<file path="config.mk">
export PLATFORM = sky130hd
export DESIGN_NAME = cli_led_status
export DESIGN_NICKNAME = d
export VERILOG_FILES = /design/src/include/cli_pkg.sv /design/src/verilog/cli_led_status.sv
export SDC_FILE = /design/constraint.sdc
export NUM_CORES = 2
export LEC_CHECK = 0
export BUFFER_PORTS_ARGS = -buffer_cell sky130_fd_sc_hd__clkbuf_2
export CAP_MARGIN = 40
export CELL_PAD_IN_SITES_DETAIL_PLACEMENT = 1
export CELL_PAD_IN_SITES_GLOBAL_PLACEMENT = 1
export CORE_UTILIZATION = 35
export CTS_CLUSTER_DIAMETER = 60
export DETAILED_ROUTE_END_ITERATION = 10
export HOLD_SLACK_MARGIN = 0.03
export PLACE_DENSITY_LB_ADDON = 0.1
export SLEW_MARGIN = 15
export SYNTH_ARGS = -nofsm -noshare
export SYNTH_HDL_FRONTEND = slang
export SYNTH_SLANG_ARGS = --single-unit
</file>
<file path="constraint.sdc">
create_clock -name mclk_in -period 4.8 [get_ports mclk_in]
set_clock_uncertainty 0.2 [all_clocks]
set_input_delay 0.24 -clock mclk_in [delete_from_list [all_inputs] [get_ports mclk_in]]
set_output_delay 0.24 -clock mclk_in [all_outputs]
set_load 0.02 [all_outputs]
</file>
<file path="src/include/cli_pkg.sv">
/*
  Package for the CAN interface status indicator block: AXI4-Lite
  register map, field positions, reset values, prescaler defaults.
  Assumes a 32-bit AXI4-Lite register bus and a single clock.
*/
package cli_pkg;

  // ************************************************************
  // register offsets (byte addresses)
  // ************************************************************
  localparam logic [7:0] REG_CTRL_OFF = 8'h00;     // device state control
  localparam logic [7:0] REG_FLASH_OFF = 8'h04;    // flash width prescaler
  localparam logic [7:0] REG_SLOW_OFF = 8'h08;     // slow half period
  localparam logic [7:0] REG_FAST_OFF = 8'h0C;     // fast half period
  localparam logic [7:0] REG_OVR_EN_OFF = 8'h10;   // override enables
  localparam logic [7:0] REG_OVR_VAL_OFF = 8'h14;  // override pattern
  localparam logic [7:0] REG_STATUS_OFF = 8'h18;   // live indicator state

  // ************************************************************
  // control register fields
  // ************************************************************
  localparam int CTRL_CONFIGURED_BIT = 0;  // usb configured by host
  localparam int CTRL_FW_FAULT_BIT = 1;    // firmware config fault
  localparam int CTRL_PWR_FAULT_BIT = 2;   // insufficient supply
  localparam int CTRL_UPDATE_BIT = 3;      // firmware update running
  localparam int CTRL_RUNNING_BIT = 4;     // running sequence test

  // ************************************************************
  // reset values and timing counts (cycles of the 250 MHz clock)
  // ************************************************************
  localparam logic [31:0] CTRL_RST = 32'h0000_0000;
  localparam int CLK_MHZ = 250;
  localparam int FLASH_US = 20000;   // flash pulse width, us
  localparam int SLOW_MS = 500;      // slow half period, ms
  localparam int FAST_MS = 125;      // fast half period, ms
  localparam logic [31:0] FLASH_RST = 32'(FLASH_US * CLK_MHZ);
  localparam logic [31:0] SLOW_RST = 32'(SLOW_MS * 1000 * CLK_MHZ);
  localparam logic [31:0] FAST_RST = 32'(FAST_MS * 1000 * CLK_MHZ);

  // ************************************************************
  // axi response codes
  // ************************************************************
  localparam logic [1:0] RESP_OKAY = 2'h0;
  localparam logic [1:0] RESP_SLVERR = 2'h2;

  // per-channel event carrier from a CAN controller
  typedef struct packed {
    logic frame;       // frame sent or received, one pulse
    logic err_frame;   // error frame received, one pulse
    logic err_passive; // error passive level
    logic overrun;     // receive overrun, one pulse
    logic bus_off;     // bus off level
  } cli_chan_type;

  // one dual-colour indicator drive
  typedef struct packed {
    logic col_a;  // green on power, yellow on traffic
    logic col_b;  // yellow on power, red on traffic
  } cli_led_type;

endpackage : cli_pkg

</file>
<file path="src/verilog/cli_led_status.sv">
/*
  Status indicator logic for a multi-channel CAN interface: one power
  indicator and one traffic indicator per channel, with registers on
  AXI4-Lite. Assumes event pulses and levels from CAN controllers on
  the same clock.
*/
`timescale 1ns/1ps
`default_nettype none

module cli_led_status #(
  parameter int NCH = 4
) (
  input wire logic mclk_in,                          // 250 MHz clock
  input wire logic rst_in,                           // sync reset, high
  input wire cli_pkg::cli_chan_type [NCH-1:0] chan_in, // controller status
  output var cli_pkg::cli_led_type power_indicator_out, // power led drive
  output var cli_pkg::cli_led_type [NCH-1:0] traffic_out, // traffic led drive
  input wire logic [7:0] s_axi_awaddr,               // write address
  input wire logic s_axi_awvalid,                    // write addr valid
  output logic s_axi_awready,                        // write addr ready
  input wire logic [31:0] s_axi_wdata,               // write data
  input wire logic [3:0] s_axi_wstrb,                // write strobes
  input wire logic s_axi_wvalid,                     // write data valid
  output logic s_axi_wready,                         // write data ready
  output logic [1:0] s_axi_bresp,                    // write response
  output logic s_axi_bvalid,                         // write resp valid
  input wire logic s_axi_bready,                     // write resp ready
  input wire logic [7:0] s_axi_araddr,               // read address
  input wire logic s_axi_arvalid,                    // read addr valid
  output logic s_axi_arready,                        // read addr ready
  output logic [31:0] s_axi_rdata,                   // read data
  output logic [1:0] s_axi_rresp,                    // read response
  output logic s_axi_rvalid,                         // read data valid
  input wire logic s_axi_rready                      // read data ready
);

  localparam int NLED = NCH + 1;
  localparam int SEQ = 2 * NLED;

  // refuse channel counts the status word cannot hold
  if (NCH < 1 || NCH > 10) begin : g_chk
    $error("cli_led_status: NCH must be 1..10");
  end

  // byte-lane merge for register writes
  function automatic logic [31:0] merge(input logic [31:0] old, input logic [31:0] nw,
                                        input logic [3:0] be);
    logic [31:0] r;
    r = old;
    for (int i = 0; i < 4; i++) begin
      if (be[i]) begin
        r[8*i +: 8] = nw[8*i +: 8];
      end
    end
    return r;
  endfunction : merge

  // ************************************************************
  // registers
  // ************************************************************
  logic [31:0] ctrl_q;
  logic [31:0] flash_q;
  logic [31:0] slow_q;
  logic [31:0] fast_q;
  logic [31:0] ovr_en_q;
  logic [31:0] ovr_val_q;
  logic [7:0] awaddr_q;
  logic aw_have_q;
  logic [31:0] wdata_q;
  logic [3:0] wstrb_q;
  logic w_have_q;
  logic wr_go;
  logic wr_hit;

  // write channel capture, either order
  assign s_axi_awready = !aw_have_q && !s_axi_bvalid;
  assign s_axi_wready = !w_have_q && !s_axi_bvalid;
  assign wr_go = aw_have_q && w_have_q && !s_axi_bvalid;
  assign wr_hit = awaddr_q == cli_pkg::REG_CTRL_OFF || awaddr_q == cli_pkg::REG_FLASH_OFF ||
                  awaddr_q == cli_pkg::REG_SLOW_OFF || awaddr_q == cli_pkg::REG_FAST_OFF ||
                  awaddr_q == cli_pkg::REG_OVR_EN_OFF || awaddr_q == cli_pkg::REG_OVR_VAL_OFF;

  always_ff @(posedge mclk_in) begin
    if (rst_in) begin
      aw_have_q <= 1'b0;
      w_have_q <= 1'b0;
      awaddr_q <= 8'h00;
      wdata_q <= 32'h0000_0000;
      wstrb_q <= 4'h0;
      s_axi_bvalid <= 1'b0;
      s_axi_bresp <= 2'h0;
    end else begin
      if (s_axi_awvalid && s_axi_awready) begin
        aw_have_q <= 1'b1;
        awaddr_q <= s_axi_awaddr;
      end
      if (s_axi_wvalid && s_axi_wready) begin
        w_have_q <= 1'b1;
        wdata_q <= s_axi_wdata;
        wstrb_q <= s_axi_wstrb;
      end
      if (wr_go) begin
        aw_have_q <= 1'b0;
        w_have_q <= 1'b0;
        s_axi_bvalid <= 1'b1;
        s_axi_bresp <= wr_hit ? cli_pkg::RESP_OKAY : cli_pkg::RESP_SLVERR;
      end else if (s_axi_bvalid && s_axi_bready) begin
        s_axi_bvalid <= 1'b0;
      end
    end
  end

  // register storage
  always_ff @(posedge mclk_in) begin
    if (rst_in) begin
      ctrl_q <= cli_pkg::CTRL_RST;
      flash_q <= cli_pkg::FLASH_RST;
      slow_q <= cli_pkg::SLOW_RST;
      fast_q <= cli_pkg::FAST_RST;
      ovr_en_q <= 32'h0000_0000; // no override by default
      ovr_val_q <= 32'h0000_0000;
    end else if (wr_go) begin
      unique case (awaddr_q)
        cli_pkg::REG_CTRL_OFF: ctrl_q <= merge(ctrl_q, wdata_q, wstrb_q);
        cli_pkg::REG_FLASH_OFF: flash_q <= merge(flash_q, wdata_q, wstrb_q);
        cli_pkg::REG_SLOW_OFF: slow_q <= merge(slow_q, wdata_q, wstrb_q);
        cli_pkg::REG_FAST_OFF: fast_q <= merge(fast_q, wdata_q, wstrb_q);
        cli_pkg::REG_OVR_EN_OFF: ovr_en_q <= merge(ovr_en_q, wdata_q, wstrb_q);
        cli_pkg::REG_OVR_VAL_OFF: ovr_val_q <= merge(ovr_val_q, wdata_q, wstrb_q);
        default: ;
      endcase
    end
  end

  // ************************************************************
  // pattern timebase
  // ************************************************************
  logic [31:0] slow_cnt_q;
  logic [31:0] fast_cnt_q;
  logic slow_ph_q;
  logic fast_ph_q;
  logic slow_tick;
  logic [$clog2(SEQ)-1:0] run_idx_q;

  assign slow_tick = slow_cnt_q + 32'h1 >= slow_q;

  // slow and fast half-period dividers, equal on and off
  always_ff @(posedge mclk_in) begin
    if (rst_in) begin
      slow_cnt_q <= 32'h0000_0000;
      fast_cnt_q <= 32'h0000_0000;
      slow_ph_q <= 1'b0;
      fast_ph_q <= 1'b0;
    end else begin
      if (slow_tick) begin
        slow_cnt_q <= 32'h0000_0000;
        slow_ph_q <= !slow_ph_q;
      end else begin
        slow_cnt_q <= slow_cnt_q + 32'h1;
      end
      if (fast_cnt_q + 32'h1 >= fast_q) begin
        fast_cnt_q <= 32'h0000_0000;
        fast_ph_q <= !fast_ph_q;
      end else begin
        fast_cnt_q <= fast_cnt_q + 32'h1;
      end
    end
  end

  // running step advances once per slow half period
  always_ff @(posedge mclk_in) begin
    if (rst_in || !ctrl_q[cli_pkg::CTRL_RUNNING_BIT]) begin
      run_idx_q <= '0;
    end else if (slow_tick) begin
      run_idx_q <= (run_idx_q == ($clog2(SEQ))'(SEQ - 1)) ? '0 : run_idx_q + 1'b1;
    end
  end

  // ************************************************************
  // per-channel event state
  // ************************************************************
  logic [NCH-1:0][31:0] yel_cnt_q;
  logic [NCH-1:0][31:0] red_cnt_q;
  logic [NCH-1:0] ovr_q;

  // flash stretchers, each new event restarts the pulse
  always_ff @(posedge mclk_in) begin
    if (rst_in) begin
      yel_cnt_q <= '0;
      red_cnt_q <= '0;
    end else begin
      for (int c = 0; c < NCH; c++) begin
        if (chan_in[c].frame) begin
          yel_cnt_q[c] <= flash_q;
        end else if (yel_cnt_q[c] != 32'h0) begin
          yel_cnt_q[c] <= yel_cnt_q[c] - 32'h1;
        end
        if (chan_in[c].err_frame) begin
          red_cnt_q[c] <= flash_q;
        end else if (red_cnt_q[c] != 32'h0) begin
          red_cnt_q[c] <= red_cnt_q[c] - 32'h1;
        end
      end
    end
  end

  // overrun latch, cleared only by bus off; a new overrun wins
  always_ff @(posedge mclk_in) begin
    if (rst_in) begin
      ovr_q <= '0;
    end else begin
      for (int c = 0; c < NCH; c++) begin
        if (chan_in[c].overrun) begin
          ovr_q[c] <= 1'b1;
        end else if (chan_in[c].bus_off) begin
          ovr_q[c] <= 1'b0;
        end
      end
    end
  end

  // ************************************************************
  // indicator pattern selection
  // ************************************************************
  cli_pkg::cli_led_type pwr_d;
  cli_pkg::cli_led_type [NCH-1:0] trf_d;

  // device state first, then per-channel priority
  always_comb begin
    pwr_d = '{col_a: 1'b1, col_b: 1'b0};
    trf_d = '0;
    if (ctrl_q[cli_pkg::CTRL_RUNNING_BIT]) begin
      pwr_d = '{col_a: run_idx_q == '0, col_b: run_idx_q == 1};
      for (int c = 0; c < NCH; c++) begin
        trf_d[c].col_a = int'(run_idx_q) == 2 * c + 2;
        trf_d[c].col_b = int'(run_idx_q) == 2 * c + 3;
      end
    end else if (ctrl_q[cli_pkg::CTRL_FW_FAULT_BIT]) begin
      pwr_d = '{col_a: !slow_ph_q, col_b: slow_ph_q};
      for (int c = 0; c < NCH; c++) begin
        trf_d[c] = '{col_a: !slow_ph_q, col_b: slow_ph_q};
      end
    end else if (ctrl_q[cli_pkg::CTRL_PWR_FAULT_BIT]) begin
      pwr_d = '{col_a: !slow_ph_q, col_b: slow_ph_q};
      for (int c = 0; c < NCH; c++) begin
        trf_d[c] = '{col_a: slow_ph_q, col_b: 1'b0};
      end
    end else if (!ctrl_q[cli_pkg::CTRL_CONFIGURED_BIT]) begin
      pwr_d = '{col_a: 1'b0, col_b: slow_ph_q};
    end else if (ctrl_q[cli_pkg::CTRL_UPDATE_BIT]) begin
      for (int c = 0; c < NCH; c++) begin
        trf_d[c] = '{col_a: fast_ph_q, col_b: 1'b0};
      end
    end else begin
      for (int c = 0; c < NCH; c++) begin
        // red: overrun, then error passive, then error flash
        if (ovr_q[c]) begin
          trf_d[c].col_b = 1'b1;
        end else if (chan_in[c].err_passive) begin
          trf_d[c].col_b = fast_ph_q;
        end else begin
          trf_d[c].col_b = red_cnt_q[c] != 32'h0;
        end
        trf_d[c].col_a = yel_cnt_q[c] != 32'h0 && !trf_d[c].col_b;
      end
    end
    // program override per indicator, one enable bit and two value bits per indicator
    for (int i = 0; i < NLED; i++) begin
      if (ovr_en_q[i]) begin
        if (i == 0) begin
          pwr_d = ovr_val_q[2*i +: 2];
        end else begin
          trf_d[i-1] = ovr_val_q[2*i +: 2];
        end
      end
    end
  end

  // registered indicator drives
  always_ff @(posedge mclk_in) begin
    if (rst_in) begin
      power_indicator_out <= '0;
      traffic_out <= '0;
    end else begin
      power_indicator_out <= pwr_d;
      traffic_out <= trf_d;
    end
  end

  // ************************************************************
  // read channel
  // ************************************************************
  logic [31:0] rd_d;

  // read decode, status shows the live drives
  always_comb begin
    unique case (s_axi_araddr)
      cli_pkg::REG_CTRL_OFF: rd_d = ctrl_q;
      cli_pkg::REG_FLASH_OFF: rd_d = flash_q;
      cli_pkg::REG_SLOW_OFF: rd_d = slow_q;
      cli_pkg::REG_FAST_OFF: rd_d = fast_q;
      cli_pkg::REG_OVR_EN_OFF: rd_d = ovr_en_q;
      cli_pkg::REG_OVR_VAL_OFF: rd_d = ovr_val_q;
      cli_pkg::REG_STATUS_OFF: rd_d = 32'({ovr_q, traffic_out, power_indicator_out});
      default: rd_d = 32'h0000_0000;
    endcase
  end

  assign s_axi_arready = !s_axi_rvalid;

  // one read at a time, answered the cycle after address
  always_ff @(posedge mclk_in) begin
    if (rst_in) begin
      s_axi_rvalid <= 1'b0;
      s_axi_rdata <= 32'h0000_0000;
      s_axi_rresp <= 2'h0;
    end else if (s_axi_arvalid && s_axi_arready) begin
      s_axi_rvalid <= 1'b1;
      s_axi_rdata <= rd_d;
      s_axi_rresp <= (s_axi_araddr <= cli_pkg::REG_STATUS_OFF && s_axi_araddr[1:0] == 2'h0) ?
                     cli_pkg::RESP_OKAY : cli_pkg::RESP_SLVERR;
    end else if (s_axi_rready) begin
      s_axi_rvalid <= 1'b0;
    end
  end

  // ************************************************************
  // checks
  // ************************************************************
  chk_overrun_red: assert property (@(posedge mclk_in) disable iff (rst_in)
    ovr_q[NCH-1] && ctrl_q[4:0] == 5'h01 && !ovr_en_q[NCH] |=> traffic_out[NCH-1].col_b)
    else $error("overrun does not light red");
  chk_overrun_hold: assert property (@(posedge mclk_in) disable iff (rst_in)
    ovr_q[NCH-1] && !chan_in[NCH-1].bus_off |=> ovr_q[NCH-1])
    else $error("overrun latch lost before bus off");
  chk_unconf_off: assert property (@(posedge mclk_in) disable iff (rst_in)
    ctrl_q[4:0] == 5'h00 && ovr_en_q == 32'h0 |=> traffic_out == '0 && !power_indicator_out.col_a)
    else $error("unconfigured pattern wrong");
  chk_healthy_green: assert property (@(posedge mclk_in) disable iff (rst_in)
    ctrl_q[4:0] == 5'h01 && !ovr_en_q[0] |=> power_indicator_out == 2'b10)
    else $error("power not steady green");
  chk_fw_waver: assert property (@(posedge mclk_in) disable iff (rst_in)
    ctrl_q[4:0] == 5'h03 && ovr_en_q == 32'h0 |=>
      traffic_out[0].col_a != traffic_out[0].col_b && traffic_out[0] == traffic_out[NCH-1])
    else $error("fault waver wrong");
  chk_frame_flash: assert property (@(posedge mclk_in) disable iff (rst_in)
    chan_in[0].frame && flash_q != 32'h0 |=> yel_cnt_q[0] == flash_q)
    else $error("frame flash not started");
  chk_err_flash: assert property (@(posedge mclk_in) disable iff (rst_in)
    chan_in[NCH-1].err_frame && flash_q != 32'h0 |=> red_cnt_q[NCH-1] != 32'h0)
    else $error("error flash not started");
  chk_slow_equal: assert property (@(posedge mclk_in) disable iff (rst_in)
    $changed(slow_ph_q) && $stable(slow_q) |-> slow_cnt_q == 32'h0)
    else $error("slow phase count not restarted");
  chk_run_one: assert property (@(posedge mclk_in) disable iff (rst_in)
    ctrl_q[cli_pkg::CTRL_RUNNING_BIT] && ovr_en_q == 32'h0 |=>
      $onehot({traffic_out, power_indicator_out}))
    else $error("running lights not one at a time");
  chk_override: assert property (@(posedge mclk_in) disable iff (rst_in)
    ovr_en_q[0] |=> power_indicator_out == $past(ovr_val_q[1:0]))
    else $error("override not applied");

endmodule : cli_led_status

`default_nettype wire
</file>
Word level (Yosys, flattened, before mapping)
Cells that the tools add are included.
- add/subtract/negate cells: 11
- $lt $le $gt $ge: 3
- equality and inequality tests: 21
- muxes and demuxes: 74
- reduce and logical (&&, ||, !) cells: 83
- operators with widths (kind ; number):
    $mux W32 ; 16
    $reduce_bool A32 Y1 ; 8
    $sub A32 B1 Y32 const B ; 8
    $pmux W32 S7 ; 1
    $reduce_and A3 Y1 ; 24
    $add A32 B1 Y32 const B ; 2
    $ge A32 B32 Y1 ; 2
    $eq A8 B5 Y1 const B ; 5
    $mux W1 ; 40
    $mux W8 ; 5
    $eq A8 B4 Y1 const B ; 4
    $eq A4 B4 Y1 const B ; 7
    $reduce_bool A2 Y1 ; 14
    $mux W2 ; 11
    $eq A8 B3 Y1 const B ; 2
    $logic_not A8 Y1 ; 2
    $logic_and A1 B1 Y1 ; 13
    $logic_not A1 Y1 ; 11
    $eq A4 B3 Y1 const B ; 2
    $le A8 B5 Y1 const B ; 1
    $logic_or A1 B1 Y1 ; 6
    $reduce_or A2 Y1 ; 3
    $add A4 B1 Y4 const B ; 1
    $eq A4 B1 Y1 const B ; 1
    other kinds (3) ; 3
- register bits after elaboration: 616
- input port bits: 79
- output and inout port bits: 51
- logic and storage cells: 253

Logic depth before layout (Yosys ltp)
- depth in word-level cells: 16
- depth in mapped cells: 17
- mapped depth without buffers: 15

Worst setup path after synthesis
No wires, ideal clock.
- path kind: register to register
- from: register slow_cnt_q[2]
- to: register slow_cnt_q[10]
- library setup time: 66 ps
- data arrival time: 3670 ps
- required time: 4534 ps
- path slack: 864 ps
- stages on the path, launching flop included: 17
- path buffers: 2
- period minus slack after synthesis: 3936 ps
- cell sequence: dfxtp_1 -> nand3_1 -> nor3_1 -> nand4_1 -> or2_2 -> clkbuf_1 -> nor3_1 -> xor2_1 -> ha_1 -> nand4_1 -> nor4_1 -> a221oi_1 -> o211ai_1 -> a31oi_1 -> nand2b_1 -> clkbuf_1 -> nor2b_1
- longest elaborated chain between the ends: 3
- RTL lines (what ; RTL line ; RTL):
    from (decl) ; cli_led_status.sv:138 ; logic [31:0] slow_cnt_q;
    from (signal assigned) ; cli_led_status.sv:159 ; slow_cnt_q <= slow_cnt_q + 32'h1;
    $add A32 B1 Y32 (*) ; cli_led_status.sv:145, cli_led_status.sv:159 ;
    $ge A32 B32 Y1 ; cli_led_status.sv:145 ; assign slow_tick = slow_cnt_q + 32'h1 >= slow_q;
    $reduce_or A2 Y1 (no line) ; n/a ;
Mark *: on every way between the ends. The rest lies on a longest branch, timed or not.
A chain may end at the register's enable or synchronous reset.

Worst setup path after layout
- from: register fast_cnt_q[3]
- to: register fast_cnt_q[2]
- longest elaborated chain between the ends: 3
- RTL lines (what ; RTL line ; RTL):
    from (decl) ; cli_led_status.sv:139 ; logic [31:0] fast_cnt_q;
    from (signal assigned) ; cli_led_status.sv:165 ; fast_cnt_q <= fast_cnt_q + 32'h1;
    $add A32 B1 Y32 ; cli_led_status.sv:161 ; if (fast_cnt_q + 32'h1 >= fast_q) begin
    $ge A32 B32 Y1 ; cli_led_status.sv:161 ;
    $reduce_or A2 Y1 (no line) ; n/a ;
Every way passes these cells.

==> flow_summary.ini <==
[sta]
report.final.hold_viol_count = 0
rsz0062_at_grt = false
period_needed_ps = 4463
slew_headroom = 0.4352
finalSetupTns_ps = 0
timing.fmax_mhz = 224.0
drv_slew = 0
setup_viol = 0
worst_pin_slew_ps = 823.6
period_share = 0.9299

[flow_run]
maxCapViolations = 0

[drt]
ant_nets = 0
drtPass1Iterations = 5
initialDrtViolationCount = 1380
avgRoutedWirePerCell_um = 22.45
vias = 27590
drc = 0
drt_wl_total_mm = 113.5
vias_per_cell = 5.458

[place]
port-buffer-count = 127
globalplace.congestion = 0.8769
numPlacedInstances = 4827
dp.final_hpwl_mm = 81.91

[synth]
yosys_register_bits = 614
synth_ff_type = dfxtp_1
synth_area_leaders = dfxtp_1 (40%), mux2i_1 (8.1%), nor2_1 (7.2%)
synthCells = 3669
yosysMostFrequentCell = dfxtp_1
synth_cell_types = 74
netlist.area_leader.share = 0.4011
synth_area_mm2 = 0.03064
yosysTopAreaCell = dfxtp_1
synth_commonest_cells = dfxtp_1 (614), nor2_1 (587), nand2_1 (282)
synth_async_sr_flop_share = 0
yosysWarnings = 0
syn_avg_cell_area_um2 = 8.352
synth_edf_count = 0
ys_seq_area_frac = 0.4011

[worst_setup_path]
cp_num_buf_inv = 1
cp_cell_sequence = and4_1, nand3_1, or2_2, nor2_1, nand2_1, xnor2_1, ha_1, nand2_1, o21ai_0, a211oi_1, a2111o_1, a31o_2, a21oi_2, buf_4, nor2b_1
start_kind = register
crit_family = compound AO/OA/AOI/OAI gates
crit_slowest_cell = a21oi_2
cp-end-kind = register
criticalPathCategory = register to register
cp_max_fo = 19
worstPathRequired_ps = 5110
critical_path.max_stage_delay_ps = 570
critical_path_arrival_ps = 4780
cp_common_cell = nand2_1

[grt]
grt_pass1_vias = 29020
grt_usage = 0.2530
grt_pass1_wl_mm = 174.6
antenna_found_initial = 1
grt_max_degree = 89
gr-total-overflow = 0

[cells_and_area]
syn_to_final_growth_pct = 18.76
drive_gt1_frac = 0.1005
nets = 3999
fillers = 10230
stdcell_count = 5055

[power]
ir_worst_vdd_v = 0.0002319
pwr-share-clk = 0.470
power_frac_comb = 0.112
seqPwrFrac = 0.418
p_int_w = 0.009637
swShare = 0.2671
switchingPower_w = 0.003512
p_per_area_mw_per_mm2 = 361.3
p_leak_nw = 14.74

[clocking]
cts_made_buffers = 78
clock-sinks = 614
htreeDepth = 3
cts_tree = yes
clkTransAtPathRegs_ps = 60
clk_root_buffer_cell = clkbuf_16
clock_latency_ps = 630
cts_buffer_depth = 3

[floorplanning]
die_w_um = 297.9
start_util = 0.3532
die_h_um = 297.9
ioPinCount = 130
row_count = 108
fp.dieArea_mm2 = 0.08874
core-area_mm2 = 0.08675

[min_path]
hp-class = input port to register

[run_status]
status = finished clean
timing repair:
item	CTS	global route
setup buffers	0	0
endpoints found under the setup margin	0	19
gates resized for setup	0	1
hold endpoints to repair	98	0
hold buffers	86	0
registers in the layout (all words and copies together), names as in the netlist, 2 cells and up:
name and count:
ctrl_q 32, fast_q 32, yel_cnt_q 128, ovr_en_q 32, wdata_q 32, awaddr_q 8, s_axi_rdata 32, slow_cnt_q 32
run_idx_q 4, power_indicator_out 2, red_cnt_q 128, fast_cnt_q 32, ovr_val_q 32, slow_q 32, ovr_q 4, wstrb_q 4
traffic_out 8, flash_q 32
metal layers:
| metal | global-route usage | up-vias | wire length, um |
|---|---|---|---|
| met4 | 0.08193 | 0 | 3640 |
| met5 | 0 | - | 0 |
| met1 | 0.3318 | 13810 | 52630 |
| li1 | - | 13190 | - |
| met2 | 0.4319 | 429 | 54090 |
| met3 | 0.02808 | 163 | 3134 |
cell type report:
cell class / instances / area, um^2 / share of cell area
clock inverters: 28 / 434.2 / 0.01193
diodes: 1 / 2.502 / 0.00006876
flip-flops and latches: 614 / 12290 / 0.3378
well taps: 1155 / 1445 / 0.03971
clock buffers: 109 / 2258 / 0.06206
repair buffers: 304 / 2375 / 0.06526
inverters: 144 / 540.5 / 0.01485
multi-input cells: 2700 / 17040 / 0.4683
layout by cell type, fill, tap and decap left out, drive strengths merged, types with 91 or more instances in the layout:
| cell type | count |
|---|---|
| dfxtp | 614 |
| nor2 | 587 |
| nand2 | 283 |
| mux2i | 247 |
| clkbuf | 236 |
| a21oi | 183 |
| inv | 151 |
| nor3 | 140 |
| xor2 | 125 |
| xnor2 | 124 |
| o21ai | 104 |
| a22oi | 91 |
| buf | 91 |
kinds of logic after synthesis:
family / count (synthesis) / synth area share
and+or+nand+nor: 1487 / 0.2335
AOI/OAI and AO/OA: 630 / 0.1345
DFF: 614 / 0.4011
buffers and inverters: 356 / 0.04447
muxes: 254 / 0.08326
xor gates and xnor gates: 249 / 0.07117
adders and majority gates: 78 / 0.03185
other: 1 / 0.0001224
worst min-delay path, stage by stage:
cell and delay (ps):
clkbuf_2 330, nor2_1 190, a211oi_1 50
per-stage QoR:
stage | util | instance area [um^2] | power [W] | setup WS, ps | hold slack (ps)
floorplan | - | 30650 | 0.006532 | 864.3 | 139.0
global placement | 0.3734 | 32390 | 0.006927 | 550.2 | 227.8
detailed placement | 0.3779 | 32780 | 0.006995 | 269.7 | 235.6
CTS | 0.4188 | 36340 | 0.01329 | 246.7 | 30.95
global route | 0.4195 | 36390 | 0.01369 | 47.83 | 63.79
finish | 0.4195 | 36390 | 0.01315 | 336.5 | 49.88
path summary, 6_finish.rpt:
| check | slack (ps) | start | cells past startpoint | endpoint |
|---|---|---|---|---|
| max | 340 | fast_cnt_q[3]$_SDFF_PP0_ | 15 | fast_cnt_q[2]$_SDFF_PP0_ |
| min | 50 | chan_in[19] | 3 | yel_cnt_q[110]$_SDFFE_PP0P_ |
| min reg2reg | 270 | s_axi_rdata[12]$_SDFFE_PP0P_ | 2 | s_axi_rdata[12]$_SDFFE_PP0P_ |
| max reg2reg | 340 | fast_cnt_q[3]$_SDFF_PP0_ | 15 | fast_cnt_q[2]$_SDFF_PP0_ |
power groups by stage:
stage / Combinational (W) / Clock (W) / Sequential [W]
detailed placement: 0.00139 / 0 / 0.00560
floorplan: 0.00101 / 0 / 0.00552
global route: 0.00163 / 0.00655 / 0.00552
CTS: 0.00147 / 0.00633 / 0.00549
finish: 0.00147 / 0.00618 / 0.00550
global placement: 0.00134 / 0 / 0.00559
Power figures use the tool's default switching activity.
